### src/hw/bsc_pkg.sv
/*
  Constants shared by the boot serial command handler: command codes,
  ACK fields, sequence lengths and the fixed part of the product report.
  Assumes a byte-wide receiver and transmitter on the same clock.
*/
package bsc_pkg;

  // Operation command codes
  localparam logic [7:0] BSC_CMD_RAM_XFER = 8'h10;
  localparam logic [7:0] BSC_CMD_SUM = 8'h20;
  localparam logic [7:0] BSC_CMD_INFO = 8'h30;
  localparam logic [7:0] BSC_CMD_ERASE = 8'h40;
  localparam logic [7:0] BSC_CMD_PROTECT = 8'h60;
  localparam logic [7:0] BSC_ERASE_ENABLE = 8'h54;

  // ACK low nibbles and erase result codes
  localparam logic [3:0] BSC_ACK_RX_ERR = 4'h8;
  localparam logic [3:0] BSC_ACK_CMD_ERR = 4'h1;
  localparam logic [7:0] BSC_ERASE_END = 8'h4F;
  localparam logic [7:0] BSC_ERASE_FAIL = 8'h4C;
  localparam logic [7:0] BSC_ERASE_CONF_OK = 8'h5D;
  localparam logic [7:0] BSC_ERASE_CONF_ERR = 8'h60;

  // Reset values
  localparam logic [3:0] BSC_PREV_HI_RST = 4'h0;
  localparam logic [7:0] BSC_BYTE_RST = 8'h00;
  localparam logic [5:0] BSC_IDX_RST = 6'h00;

  // Last byte index of each sequence (index 0 is the ACK, or the result code in the erase result)
  localparam logic [5:0] BSC_LAST_ACK = 6'h00;
  localparam logic [5:0] BSC_LAST_SUM = 6'h03;
  localparam logic [5:0] BSC_LAST_INFO = 6'h3E;
  localparam logic [5:0] BSC_LAST_ERES = 6'h01;

  // Report field positions, counted from the first report byte
  localparam logic [5:0] BSC_R_SWVER_END = 6'h04;
  localparam logic [5:0] BSC_R_PART_BEG = 6'h04;
  localparam logic [5:0] BSC_R_PART_END = 6'h10;
  localparam logic [5:0] BSC_R_STAT_LO = 6'h28;
  localparam logic [5:0] BSC_R_STAT_HI = 6'h29;
  localparam int BSC_INFO_LEN = 61;

  // Fixed report bytes; zero entries 0 to 15, 40 and 41 are filled from live values
  localparam logic [7:0] BSC_INFO_ROM [BSC_INFO_LEN] = '{
    8'h00, 8'h00, 8'h00, 8'h00,
    8'h00, 8'h00, 8'h00, 8'h00, 8'h00, 8'h00,
    8'h00, 8'h00, 8'h00, 8'h00, 8'h00, 8'h00,
    8'hF4, 8'hFE, 8'h02, 8'h00,
    8'h00, 8'h10, 8'h00, 8'h00,
    8'hFF, 8'h3D, 8'h00, 8'h00,
    8'hFF, 8'h3F, 8'h00, 8'h00,
    8'h00, 8'h00, 8'h00, 8'h00, 8'h00, 8'h00, 8'h00, 8'h00,
    8'h00, 8'h00,
    8'h00, 8'h00, 8'h01, 8'h00,
    8'hFF, 8'hFF, 8'h02, 8'h00,
    8'h20, 8'h00,
    8'h00, 8'h00, 8'h01, 8'h00,
    8'h00, 8'h08, 8'h00, 8'h00,
    8'h20
  };

  typedef enum logic [3:0] {
    BSC_S_CMD = 4'h1,
    BSC_S_EEN = 4'h2,
    BSC_S_SEND = 4'h4,
    BSC_S_ERUN = 4'h8
  } bsc_state_t;

  typedef enum logic [3:0] {
    BSC_Q_ACK = 4'h1,
    BSC_Q_SUM = 4'h2,
    BSC_Q_INFO = 4'h4,
    BSC_Q_ERES = 4'h8
  } bsc_seq_t;

endpackage : bsc_pkg

### src/hw/bsc_cmd_handler.sv
/*
  Boot serial command handler: takes operation command bytes from a
  receiver, answers ACKs, streams the flash SUM report, the product
  information report and the chip erase handshake.
  Assumes receiver, transmitter and flash controller share clk_in.
*/
// Contract
// - Receive error answers prev nibble with bit 3
// - SUM command echoed, then SUM report
// - Unknown command answers prev nibble with bit 0
// - SUM sent high byte then low byte
// - SUM checksum is negated byte sum
// - Info command echoed, then info report
// - Report starts with four version bytes ascending
// - Twelve byte space padded part string
// - Password start address bytes F4 FE 02 00
// - RAM start address bytes 00 10 00 00
// - RAM end addresses FF 3D, FF 3F
// - Bytes 32 to 39 are filler
// - Status word: active low protection, sector bits
// - Flash start and end address bytes
// - Sector count bytes 20 then 00
// - Sector layout: start, word size, count
// - Report ends with negated sum checksum
// - Erase command echoed, then await enable
// - Check enable: error, echo-and-erase, or reject
// - Erase result code then confirmation code
module bsc_cmd_handler #(
  parameter logic [95:0] PART_ID_P = 96'h5844_4556_3031_2020_2020_2020 // Arbitrary
) (
  // Clock and reset
  input wire logic clk_in,
  input wire logic rst_in,
  // Receiver side
  input wire logic rx_valid_in,
  input wire logic [7:0] rx_data_in,
  input wire logic rx_frame_err_in,
  input wire logic rx_parity_err_in,
  input wire logic rx_overrun_err_in,
  // Transmitter side
  output logic tx_valid_out,
  output logic [7:0] tx_data_out,
  input wire logic tx_ready_in,
  // Flash facts
  input wire logic [15:0] sum_value_in,
  input wire logic [31:0] sw_version_in,
  input wire logic read_prot_in,
  input wire logic write_prot_in,
  input wire logic sectored_in,
  // Chip erase engine
  output logic erase_start_out,
  input wire logic erase_done_in,
  input wire logic erase_ok_in
);
  import bsc_pkg::*;

  bsc_state_t st_ff;
  bsc_state_t ret_ff;
  bsc_seq_t seq_ff;
  logic [5:0] idx_ff;
  logic [7:0] ack_ff;
  logic [3:0] prev_hi_ff;
  logic [7:0] sum_ff;
  logic [15:0] sum_cap_ff;
  logic erase_ok_ff;
  logic tx_valid_ff;
  logic [7:0] tx_data_ff;
  logic erase_start_ff;
  logic rx_err;
  logic rx_take;
  logic byte_done;
  logic [5:0] last_idx;
  logic last_byte;
  logic [7:0] nxt_tx_byte;
  logic [5:0] rom_idx;
  logic [31:0] ver_sh;
  logic [95:0] part_sh;
  logic [7:0] stat_lo;
  logic known_cmd;

  // Receive qualification
  assign rx_err = rx_frame_err_in | rx_parity_err_in | rx_overrun_err_in;
  assign rx_take = rx_valid_in & ((st_ff == BSC_S_CMD) | (st_ff == BSC_S_EEN));
  assign known_cmd = (rx_data_in == BSC_CMD_SUM) | (rx_data_in == BSC_CMD_INFO) |
                     (rx_data_in == BSC_CMD_ERASE) | (rx_data_in == BSC_CMD_RAM_XFER) |
                     (rx_data_in == BSC_CMD_PROTECT);

  // Transmit handshake and sequence end
  assign byte_done = tx_valid_ff & tx_ready_in;
  assign last_byte = (idx_ff == last_idx);

  // Length of the running sequence
  always_comb begin
    unique case (seq_ff)
      BSC_Q_ACK: last_idx = BSC_LAST_ACK;
      BSC_Q_SUM: last_idx = BSC_LAST_SUM;
      BSC_Q_INFO: last_idx = BSC_LAST_INFO;
      BSC_Q_ERES: last_idx = BSC_LAST_ERES;
      default: last_idx = BSC_LAST_ACK;
    endcase
  end

  // Byte to send at the current index
  always_comb begin
    rom_idx = idx_ff - 6'h01;
    ver_sh = sw_version_in >> {rom_idx[1:0], 3'b000};
    part_sh = PART_ID_P << {rom_idx - BSC_R_PART_BEG, 3'b000};
    stat_lo = {5'h00, ~sectored_in, ~write_prot_in, ~read_prot_in};
    nxt_tx_byte = ack_ff;
    if (seq_ff == BSC_Q_ERES) begin
      if (idx_ff == BSC_IDX_RST) begin
        nxt_tx_byte = erase_ok_ff ? BSC_ERASE_END : BSC_ERASE_FAIL;
      end else begin
        nxt_tx_byte = erase_ok_ff ? BSC_ERASE_CONF_OK : BSC_ERASE_CONF_ERR;
      end
    end else if (idx_ff != BSC_IDX_RST) begin
      if (last_byte && seq_ff != BSC_Q_ACK) begin
        nxt_tx_byte = 8'h00 - sum_ff;
      end else if (seq_ff == BSC_Q_SUM) begin
        nxt_tx_byte = (idx_ff == 6'h01) ? sum_cap_ff[15:8] : sum_cap_ff[7:0];
      end else if (rom_idx < BSC_R_SWVER_END) begin
        nxt_tx_byte = ver_sh[7:0];
      end else if (rom_idx < BSC_R_PART_END) begin
        nxt_tx_byte = part_sh[95:88];
      end else if (rom_idx == BSC_R_STAT_LO) begin
        nxt_tx_byte = stat_lo;
      end else if (rom_idx == BSC_R_STAT_HI) begin
        nxt_tx_byte = BSC_BYTE_RST;
      end else begin
        nxt_tx_byte = BSC_INFO_ROM[rom_idx];
      end
    end
  end

  // Main sequencer
  always_ff @(posedge clk_in or posedge rst_in) begin
    if (rst_in) begin
      st_ff <= BSC_S_CMD;
    end else begin
      unique case (st_ff)
        BSC_S_CMD, BSC_S_EEN: begin
          if (rx_take) begin
            st_ff <= BSC_S_SEND;
          end
        end
        BSC_S_SEND: begin
          if (byte_done && last_byte) begin
            st_ff <= ret_ff;
          end
        end
        BSC_S_ERUN: begin
          if (erase_done_in) begin
            st_ff <= BSC_S_SEND;
          end
        end
        default: st_ff <= BSC_S_CMD;
      endcase
    end
  end

  // Command decode: ACK value, sequence and follow-up state
  always_ff @(posedge clk_in or posedge rst_in) begin
    if (rst_in) begin
      ack_ff <= BSC_BYTE_RST;
      seq_ff <= BSC_Q_ACK;
      ret_ff <= BSC_S_CMD;
      sum_cap_ff <= 16'h0000;
    end else if (rx_take) begin
      seq_ff <= BSC_Q_ACK;
      ret_ff <= BSC_S_CMD;
      ack_ff <= rx_data_in;
      if (rx_err) begin
        ack_ff <= {prev_hi_ff, BSC_ACK_RX_ERR};
      end else if (st_ff == BSC_S_EEN) begin
        if (rx_data_in == BSC_ERASE_ENABLE) begin
          ret_ff <= BSC_S_ERUN;
        end else begin
          ack_ff <= {prev_hi_ff, BSC_ACK_CMD_ERR};
        end
      end else if (!known_cmd) begin
        ack_ff <= {prev_hi_ff, BSC_ACK_CMD_ERR};
      end else if (rx_data_in == BSC_CMD_SUM) begin
        seq_ff <= BSC_Q_SUM;
        sum_cap_ff <= sum_value_in;
      end else if (rx_data_in == BSC_CMD_INFO) begin
        seq_ff <= BSC_Q_INFO;
      end else if (rx_data_in == BSC_CMD_ERASE) begin
        ret_ff <= BSC_S_EEN;
      end
    end else if (st_ff == BSC_S_ERUN && erase_done_in) begin
      seq_ff <= BSC_Q_ERES;
      ret_ff <= BSC_S_CMD;
    end
  end

  // Upper nibble of the last clean command byte
  always_ff @(posedge clk_in or posedge rst_in) begin
    if (rst_in) begin
      prev_hi_ff <= BSC_PREV_HI_RST;
    end else if (rx_take && !rx_err && st_ff == BSC_S_CMD) begin
      prev_hi_ff <= rx_data_in[7:4];
    end
  end

  // Byte index and running checksum
  always_ff @(posedge clk_in or posedge rst_in) begin
    if (rst_in) begin
      idx_ff <= BSC_IDX_RST;
      sum_ff <= BSC_BYTE_RST;
    end else if (st_ff != BSC_S_SEND) begin
      idx_ff <= BSC_IDX_RST;
      sum_ff <= BSC_BYTE_RST;
    end else if (byte_done && !last_byte) begin
      idx_ff <= idx_ff + 6'h01;
      if (idx_ff != BSC_IDX_RST) begin
        sum_ff <= sum_ff + tx_data_ff;
      end
    end
  end

  // Transmit register: load when idle, drop after handshake
  always_ff @(posedge clk_in or posedge rst_in) begin
    if (rst_in) begin
      tx_valid_ff <= 1'b0;
      tx_data_ff <= BSC_BYTE_RST;
    end else if (byte_done) begin
      tx_valid_ff <= 1'b0;
    end else if (st_ff == BSC_S_SEND && !tx_valid_ff) begin
      tx_valid_ff <= 1'b1;
      tx_data_ff <= nxt_tx_byte;
    end
  end

  // Erase start pulse after the enable echo, and result capture
  always_ff @(posedge clk_in or posedge rst_in) begin
    if (rst_in) begin
      erase_start_ff <= 1'b0;
      erase_ok_ff <= 1'b0;
    end else begin
      erase_start_ff <= (st_ff == BSC_S_SEND) && byte_done && last_byte &&
                        (ret_ff == BSC_S_ERUN);
      if (st_ff == BSC_S_ERUN && erase_done_in) begin
        erase_ok_ff <= erase_ok_in;
      end
    end
  end

  assign tx_valid_out = tx_valid_ff;
  assign tx_data_out = tx_data_ff;
  assign erase_start_out = erase_start_ff;
endmodule // bsc_cmd_handler

### config.mk
export PLATFORM = sky130hd
export DESIGN_NAME = bsc_cmd_handler
export DESIGN_NICKNAME = d
export VERILOG_FILES = /design/src/hw/bsc_pkg.sv /design/src/hw/bsc_cmd_handler.sv
export SDC_FILE = /design/constraint.sdc
export NUM_CORES = 1
export LEC_CHECK = 0
export ABC_AREA = 1
export ABC_CLOCK_PERIOD_IN_PS = 4550
export BUFFER_PORTS_ARGS = -buffer_cell sky130_fd_sc_hd__buf_2
export CAP_MARGIN = 25
export CELL_PAD_IN_SITES_DETAIL_PLACEMENT = 0
export CELL_PAD_IN_SITES_GLOBAL_PLACEMENT = 2
export CORE_MARGIN = 2
export CORE_UTILIZATION = 32
export CTS_CLUSTER_SIZE = 24
export DETAILED_ROUTE_END_ITERATION = 7
export PLACE_DENSITY_LB_ADDON = 0.2
export SKIP_CTS_REPAIR_TIMING = 1
export SLEW_MARGIN = 20
export SYNTH_ARGS = -nofsm -noshare
export SYNTH_HDL_FRONTEND = slang
export SYNTH_SLANG_ARGS = --single-unit
### constraint.sdc
create_clock -name clk_in -period 4.55 [get_ports clk_in]
set_clock_uncertainty 0.2 [all_clocks]
set_input_delay 0.91 -clock clk_in [delete_from_list [all_inputs] [get_ports clk_in]]
set_output_delay 0.91 -clock clk_in [all_outputs]
set_load 0.01 [all_outputs]
# == Yosys cells after proc, flatten, opt, wreduce, memory -nomap -nowiden ==
# Memories as Yosys holds them, arrays and structs flattened.
# Index checks and enable logic that the tools add are counted.
# word_totals
regBits,65
mem_bits_ro,512
inputBits,68
out_inout_bits,10
wordCells,132
memories,1
# op_classes
add_sub_neg,5
n_lt_le_gt_ge,3
eq_ne,23
shift,2
mux,46
bitwise_logic,16
reduce_logical,24
# mem_list
memory,words,word_bits,rd,rd_clocked_by_memory_dff,write_ports,line,text
(name not given),64,8,1,0,0,bsc_cmd_handler.sv:130,nxt_tx_byte = BSC_INFO_ROM[rom_idx];
# ops
operator,n
$mux W8,18
$shl A95 B9 Y96 const A,1
$mux W4,10
$shr A32 B5 Y8,1
$eq A8 B7 Y1 const B,3
$mux W6,4
$pmux W6 S3,1
$eq A8 B6 Y1 const B,2
$mux W3,5
$eq A4 B4 Y1 const B,3
$eq A6 B6 Y1 const B,2
$pmux W4 S3,1
$logic_and A1 B1 Y1,10
$mux W2,5
$add A8 B8 Y8,1
$eq A4 B2 Y1 const B,2
$eq A4 B3 Y1 const B,2
$eq A8 B5 Y1 const B,1
$reduce_bool A2 Y1,4
$sub A1 B8 Y8 const A,1
$ge A7 B7 Y1 const B,1
$not A6 Y7,1
$or A1 B1 Y1,7
$add A6 B1 Y6 const B,1
other kinds (20),32

# == Depth between registers and ports, before layout ==
# Gate-level depths: netlist of the first run.
# logic_depth
word_depth,13
mapped_depth,22
mapped_depth_nobuf,20

# == Worst setup path before layout of the first run ==
# OpenSTA, ideal clock, no wires.
# synth_timing
path_kind,flip-flop to flip-flop
startpoint,reg idx_ff[0]
endpoint,reg tx_data_ff[3] (netlist: tx_data_out[3])
setup_ns,0.084
arrival_ns,2.931
t_required_ns,4.266
path_slack_ns,1.335
stages_incl_launch_ff,22
path_buffers,2
synth_period_minus_slack_ns,3.215
path_cell_list,dfrtp_1 -> inv_1 -> clkbuf_1 -> buf_1 -> ha_1 -> nand2_1 -> nand2_1 -> clkinv_1 -> ha_1 -> nand2_1 -> inv_1 -> nand3_1 -> nand2_1 -> nor2_1 -> nand3_1 -> nand2_1 -> nand2_1 -> nand2_1 -> nand2_1 -> nand2_1 -> nand2_1 -> a21boi_0
# synth_via
elab_chain_len,13
word_cells_on_any_way,27
cone_classes,add/sub (2); order compare (2); eq/ne (4); shift (2); mux (12); bitwise (1); reduce/logical (3); memory (1)
# synth_rtl
item,line,text
"start, declared",bsc_cmd_handler.sv:60,logic [5:0] idx_ff;
"start signal, assigned",bsc_cmd_handler.sv:214,idx_ff <= idx_ff + 6'h01;
"parallel branches: the longest is 12 deep, another holds $sub A6 B1 Y6",-,
$mux W8 (*),bsc_cmd_handler.sv:110,if (seq_ff == BSC_Q_ERES) begin
"end signal, assigned",bsc_cmd_handler.sv:230,tx_data_ff <= nxt_tx_byte;
"end, declared",bsc_cmd_handler.sv:67,logic [7:0] tx_data_ff;
# Mark *: on every way between the ends. The select of a mux whose other input is x is not followed.
# A chain may end at the register's enable or synchronous reset.

# == Worst setup path in the final report of the first run ==
# layout_timing
startpoint,reg idx_ff[1]
endpoint,reg tx_data_ff[6] (netlist: tx_data_out[6])
# layout_via
elab_chain_len,13
word_cells_on_any_way,25
cone_classes,add/sub (2); order compare (2); eq/ne (4); shift (2); mux (11); bitwise (1); reduce/logical (2); memory (1)
# layout_rtl
item,line,text
"parallel branches: the longest is 11 deep, another holds $sub A6 B1 Y6",-,
$mux W8 (*),bsc_cmd_handler.sv:116,end else if (idx_ff != BSC_IDX_RST) begin
$mux W8 (*),bsc_cmd_handler.sv:110,
# Marks and branches as above.

==> results by group, run 1 <==
Outcome
  • Status: completed

Run
  • Max-Cap Viols: 0

Global route
  • Initial antenna violation count: 0
  • First-pass GRT wire length: 23200 µm
  • Vias in the first global route: 4451
  • Grt ovf: 0
  • Largest net degree at the start of global routing: 27
  • Total GRT Usage: 0.188

Finish
  • ANT cells: 0
  • Fillers: 1538
  • Commonest non-fill, non-tap cell in the layout: nand2_1
  • Utilization after layout: 0.389
  • Layout cells sized above 1: 0.190
  • Commonest non-fill, non-tap cells in the layout: 153 x nand2_1, 80 x inv_1, 77 x buf_2, 75 x nor2_1, 61 x dfrtp_1
  • Number of nets in the layout: 815
  • Area growth from synthesis to layout: 20.1%

Yosys
  • Yosys warns: 0
  • Post-synthesis sequential area ratio: 0.345
  • Synth Instances: 652
  • Top FF cell, synth: dfrtp_1
  • Net Count, Synth: 737
  • Synthesis-stage register bit count: 64
  • Mean area per synthesized cell: 7.13 µm²
  • Synth async-reset ratio: 1.00
  • Netlist cell types: 48
  • Synth Cell Area: 4650 µm²
  • Number of synthesized flops with an enable pin: 0

Power and ir drop
  • Pwr Density: 382 nW/µm²
  • Leakage power: 2.89 nW
  • Max VDD drop: 0.193 mV

STA
  • Max_slew headroom: 0.301
  • Crit path time final: 3.42 ns
  • Setup TNS: 0 ns
  • Max Slew Vio Count: 0
  • Tightest Pin Transition: 1.05 ns
  • RSZ-0062 raised after global routing: no
  • Setup-failing EPs final: 0
  • Final period util: 0.752
  • F_max: 292 MHz
  • Fin. Hold Viols: 0

Clock tree
  • TritonCTS clock tree: built
  • H-tree depth: 3
  • Clock Sinks: 64
  • Root Driver: clkbuf_16
  • CTS Buffer Depth: 2
  • CTS clk-pin slew, worst paths: 0.06 ns
  • Clk_lat worst skew: 0.34 ns
  • Num CTS Buffers: 9

Critical path
  • Startpoint types: flop
  • Reg2reg end: tx_data_out[6]
  • Critical path capture point type: flop
  • Arrival @ worst endpoint: 3.48 ns
  • RR Startpoint: idx_ff[1]
  • Crit path max fanout: 12
  • Reg2reg path depth: 18
  • Launch point of the worst path: idx_ff[1]
  • Crit path to: tx_data_out[6]
  • FF-to-FF setup slack: 1.13 ns
  • WP data required: 4.61 ns
  • Critical path class: flop to flop

Placement
  • Port bufs: 77
  • Detailed Place HPWL: 11000 µm
  • RePlAce Congestion: 0.880

Floorplan
  • Die Y-Extent: 125 µm
  • Core Footprint: 14400 µm²
  • Die span in x: 125 µm
  • Site row count: 44
  • # IOs: 78
  • Die area: 15500 µm²
  • Starting Density: 0.323

Route
  • Vias after detailed routing: 4576
  • DR WL/cell: 15.3 µm
  • Remaining antenna violation count: 0
  • Total wire length: 14100 µm
  • Vias/cell: 4.98
  • Initial DRC Count: 345
  • DRT Pass-1 Iters: 5
  • DRC viols: 0

Hold path
  • Hold Crit Class: flop to flop
## metal layers
| layer | up-vias | track usage | routed length [µm] |
|---|---|---|---|
| met2 | 126 | 0.311 | 6670 |
| met5 | - | 0 | 0 |
| met1 | 2116 | 0.240 | 6380 |
| met4 | 0 | 0.0747 | 395 |
| met3 | 32 | 0.0387 | 630 |
| li1 | 2302 | - | - |
## worst min path at each step
| stage | end | slack, ns | start | depth (start not counted) |
|---|---|---|---|---|
| floorplan | erase_start_out | 0.23 | ret_ff[1] | 1 |
| global placement | prev_hi_ff[2] | 0.27 | prev_hi_ff[2] | 2 |
| detailed placement | prev_hi_ff[2] | 0.28 | prev_hi_ff[2] | 2 |
| CTS | prev_hi_ff[2] | 0.29 | prev_hi_ff[2] | 2 |
| global route | prev_hi_ff[2] | 0.32 | prev_hi_ff[2] | 2 |
| finish | prev_hi_ff[2] | 0.29 | prev_hi_ff[2] | 2 |
## layout make-up
class	count	area [µm²]	share of cell area
multi-input combinational	488	2650	0.474
sequential	64	1610	0.288
inverter	85	322	0.0576
clock inverter	7	119	0.0213
clock buffer	9	225	0.0403
timing repair buffer	82	435	0.0780
tap	184	230	0.0412
## stage by stage
step	hold slack (ns)	std cells	power [W]	area [µm²]	setup WS, ns
floorplan	0.230	652	0.00114	4650	1.33
global placement	0.271	902	0.00133	5220	1.21
detailed placement	0.275	903	0.00134	5240	1.14
CTS	0.290	919	0.00216	5580	1.15
global route	0.319	919	0.00227	5580	0.784
finish	0.288	919	0.00213	5580	1.13
## worst max-delay path: stages, from the launching register on
cell and delay (ns):
dfrtp_1 0.47, inv_1 0.17, ha_1 0.27, inv_1 0.07, nand2_1 0.04, nand2_1 0.32, clkinv_1 0.34, ha_1 0.29
nand2_1 0.06, inv_1 0.05, nand3_1 0.14, nand2_1 0.10, nor2_1 0.21, nand3_1 0.16, nand3_1 0.10, nand2_1 0.06
nand3_1 0.11, nand2_1 0.06, a2bb2oi_1 0.13
## synthesized netlist by cell type (2+ instances only)
cell,n,area share
a21boi_0,2,0.0032
a21oi_1,35,0.038
a2bb2oi_1,2,0.0038
buf_2,2,0.0022
buf_6,2,0.0048
clkbuf_1,10,0.0081
dfrtp_1,61,0.33
dfstp_2,3,0.017
ha_1,16,0.043
inv_1,81,0.065
inv_2,2,0.0016
mux2_2,9,0.022
mux2_4,9,0.029
nand2_1,153,0.12
nand3_1,47,0.051
nand3b_1,3,0.0048
nand4_1,8,0.011
nor2_1,75,0.061
nor2_2,3,0.0040
nor3_1,9,0.0097
nor3_2,4,0.0086
nor4_1,2,0.0027
o211ai_1,2,0.0032
o21ai_0,60,0.065
o22ai_1,12,0.016
o32ai_1,2,0.0038
or2_2,6,0.0081
xnor2_1,5,0.0094
xor2_1,8,0.015
## report_power, final
group	leakage (nW)	internal, W	switching [W]
Combinational	1.88	0.000215	0.000350
Clock	0.162	0.000536	0.000274
Sequential	0.850	0.000676	0.0000824
## logic make-up after synthesis
family	Yosys count	share of synthesized area
buf+inv	100	0.0851
xor+xnor	13	0.0245
flops	64	0.345
mux	19	0.0530
compound gates	124	0.148
fa+ha+maj	17	0.0474
simple gates	315	0.296
## sequential cells by signal, indices dropped and copies added (netlist names), 4 cells and up
name         count
st_ff            4
sum_cap_ff      16
seq_ff           4
sum_ff           8
ack_ff           8
prev_hi_ff       4
tx_data_out      8
idx_ff           6
Note: power is estimated with default switching activity, not from simulation.
==> run 2, diff against run 1 <==
ABC_CLOCK_PERIOD_IN_PS = 3090   (was 4550)
CORE_UTILIZATION = 29   (was 32)
clock period = 3.09 ns   (was 4.55 ns; I/O delays follow)
==> run 2 against run 1 <==
Compared with the run above:
- sequential power grew 46%
- hold slack worse by 0.0045 ns
- combinational power is 52% higher
- routed wire length rose by 2.5%
- design area grew 1.1%
- critical path type unchanged
==> results by group, run 2 (same netlist as run 1, synthesis figures left out) <==
Outcome
  • Status: completed

Hold path
  • Hold Crit Class: flop to flop

Critical path
  • CP Cell Sequence: inv_1 -> buf_4 -> nand2_1 -> nand2_1 -> nand2_1 -> nor2_1 -> ha_1 -> inv_1 -> nor3_4 -> nand2_1 -> nand2_1 -> inv_1 -> nand3_1 -> nand2_1 -> nand2_1 -> nand2_1 -> nand2_1 -> nand2_1 -> a21boi_1
  • Critical Path Max Stage Delay: 0.37 ns
  • Slowest cell on crit path: dfrtp_1
  • WP data required: 3.16 ns
  • Critical path class: flop to flop
  • Startpoint types: flop
  • FF-to-FF setup slack: 0.31 ns
  • Arrival @ worst endpoint: 2.85 ns
  • Crit path max fanout: 23
  • Critical path capture point type: flop
  • Top cell by count, worst path: nand2_1

Global route
  • First-pass GRT wire length: 23800 µm
  • Vias in the first global route: 4721
  • Largest net degree at the start of global routing: 65
  • Initial antenna violation count: 0
  • Total GRT Usage: 0.179
  • Grt ovf: 0

Route
  • Remaining antenna violation count: 0
  • DRC viols: 0
  • Metal3 WL: 637 µm
  • Met1 Wirelength: 6630 µm
  • Vias/cell: 4.74
  • DR top layer: met4
  • Vias after detailed routing: 4562
  • Total wire length: 14400 µm
  • DRT Pass-1 Iters: 4
  • Initial DRC Count: 309
  • Met2 routed WL: 7030 µm
  • DR WL/cell: 15.0 µm

Finish
  • ANT cells: 0
  • Commonest non-fill, non-tap cell in the layout: nand2_1
  • Area growth from synthesis to layout: 21.5%
  • Layout cells sized above 1: 0.202
  • Fillers: 1767
  • Largest register FFs: 16
  • Number of nets in the layout: 828
  • FF+latch area: 1610 µm²
  • Multi-input logic area: 2650 µm²
  • Commonest non-fill, non-tap cells in the layout: 153 x nand2_1, 80 x inv_1, 77 x buf_2, 75 x nor2_1, 61 x dfrtp_1
  • Largest Register: sum_cap_ff

Clock tree
  • H-tree depth: 3
  • Clock Sinks: 64
  • Num CTS Buffers: 9
  • CTS Buffer Depth: 2
  • TritonCTS clock tree: built
  • Clk_lat worst skew: 0.34 ns
  • CTS clk-pin slew, worst paths: 0.06 ns
  • Root Driver: clkbuf_16

STA
  • F_max: 360 MHz
  • Crit path time final: 2.78 ns
  • Setup TNS: 0 ns
  • Fin. Hold Viols: 0
  • Setup-failing EPs final: 0
  • Tightest Pin Transition: 0.868 ns
  • Final period util: 0.899
  • Max Slew Vio Count: 0
  • Max_slew headroom: 0.421
  • RSZ-0062 raised after global routing: no
  • Hold slack: 0.283 ns

Floorplan
  • Die area: 17100 µm²
  • Starting Density: 0.295
  • Core Footprint: 15800 µm²
  • Die Y-Extent: 131 µm
  • # IOs: 78
  • Site row count: 46
  • Die span in x: 131 µm

Placement
  • RePlAce Congestion: 0.863
  • Detailed Place HPWL: 11200 µm
  • Port bufs: 77

Power and ir drop
  • Leakage power: 2.94 nW
  • Power after layout: 0.00292 W
  • Pwr Density: 517 nW/µm²
  • Max VDD drop: 0.344 mV

Run
  • Max-Cap Viols: 0
-- run 2: worst max-delay path: cells and delay by family (launching register included) --
| family | cells | cell delay, ns |
|---|---|---|
| AO/OA/AOI/OAI | 1 | 0.11 |
| buffers and inverters | 4 | 0.51 |
| adder cells (fa/ha/maj) | 1 | 0.24 |
| AND/OR/NAND/NOR | 13 | 1.27 |
| flip-flops | 1 | 0.37 |
-- run 2: worst paths after layout --
kind / startpoint / endpoint / cells after the start
max: idx_ff[0] / tx_data_out[0] / 19
min: ret_ff[1] / erase_start_out / 1
max reg2reg: idx_ff[0] / tx_data_out[0] / 19
min reg2reg: ret_ff[1] / erase_start_out / 1
max in group asynchronous: rst_in / sum_cap_ff[6] / 3
min in group asynchronous: rst_in / prev_hi_ff[0] / 3
-- run 2: area by class of cell --
type / count / area share
Multi-Input combinational cell: 488 / 0.470
Sequential cell: 64 / 0.284
Clock buffer: 12 / 0.0454
Clock inverter: 3 / 0.00310
Tap cell: 216 / 0.0479
Inverter: 85 / 0.0570
Timing Repair Buffer: 95 / 0.0922
-- run 2: metal layers --
metal,track usage,vias up
li1,-,2322
met1,0.229,2119
met2,0.307,111
met3,0.0395,10
met4,0.0494,0
met5,0,-
-- run 2: power by group --
part           switching (W)  internal (W)  leakage [nW]  total, W
registers           0.000115      0.000996         0.850   0.00111
logic               0.000524      0.000335          1.95  0.000860
clock network       0.000369      0.000579         0.134  0.000948
-- run 2: stage by stage --
step           setup slack [ns]  cell area [µm²]   util  cells
6_report                  0.311             5640  0.358    963
5_1_grt                  0.0227             5640  0.358    963
4_1_cts                   0.130             5640  0.358    963
3_5_place_dp              0.142             5360  0.340    948
3_3_place_gp              0.129             5360  0.340    948
2_1_floorplan         0.0000513             4650      -    652
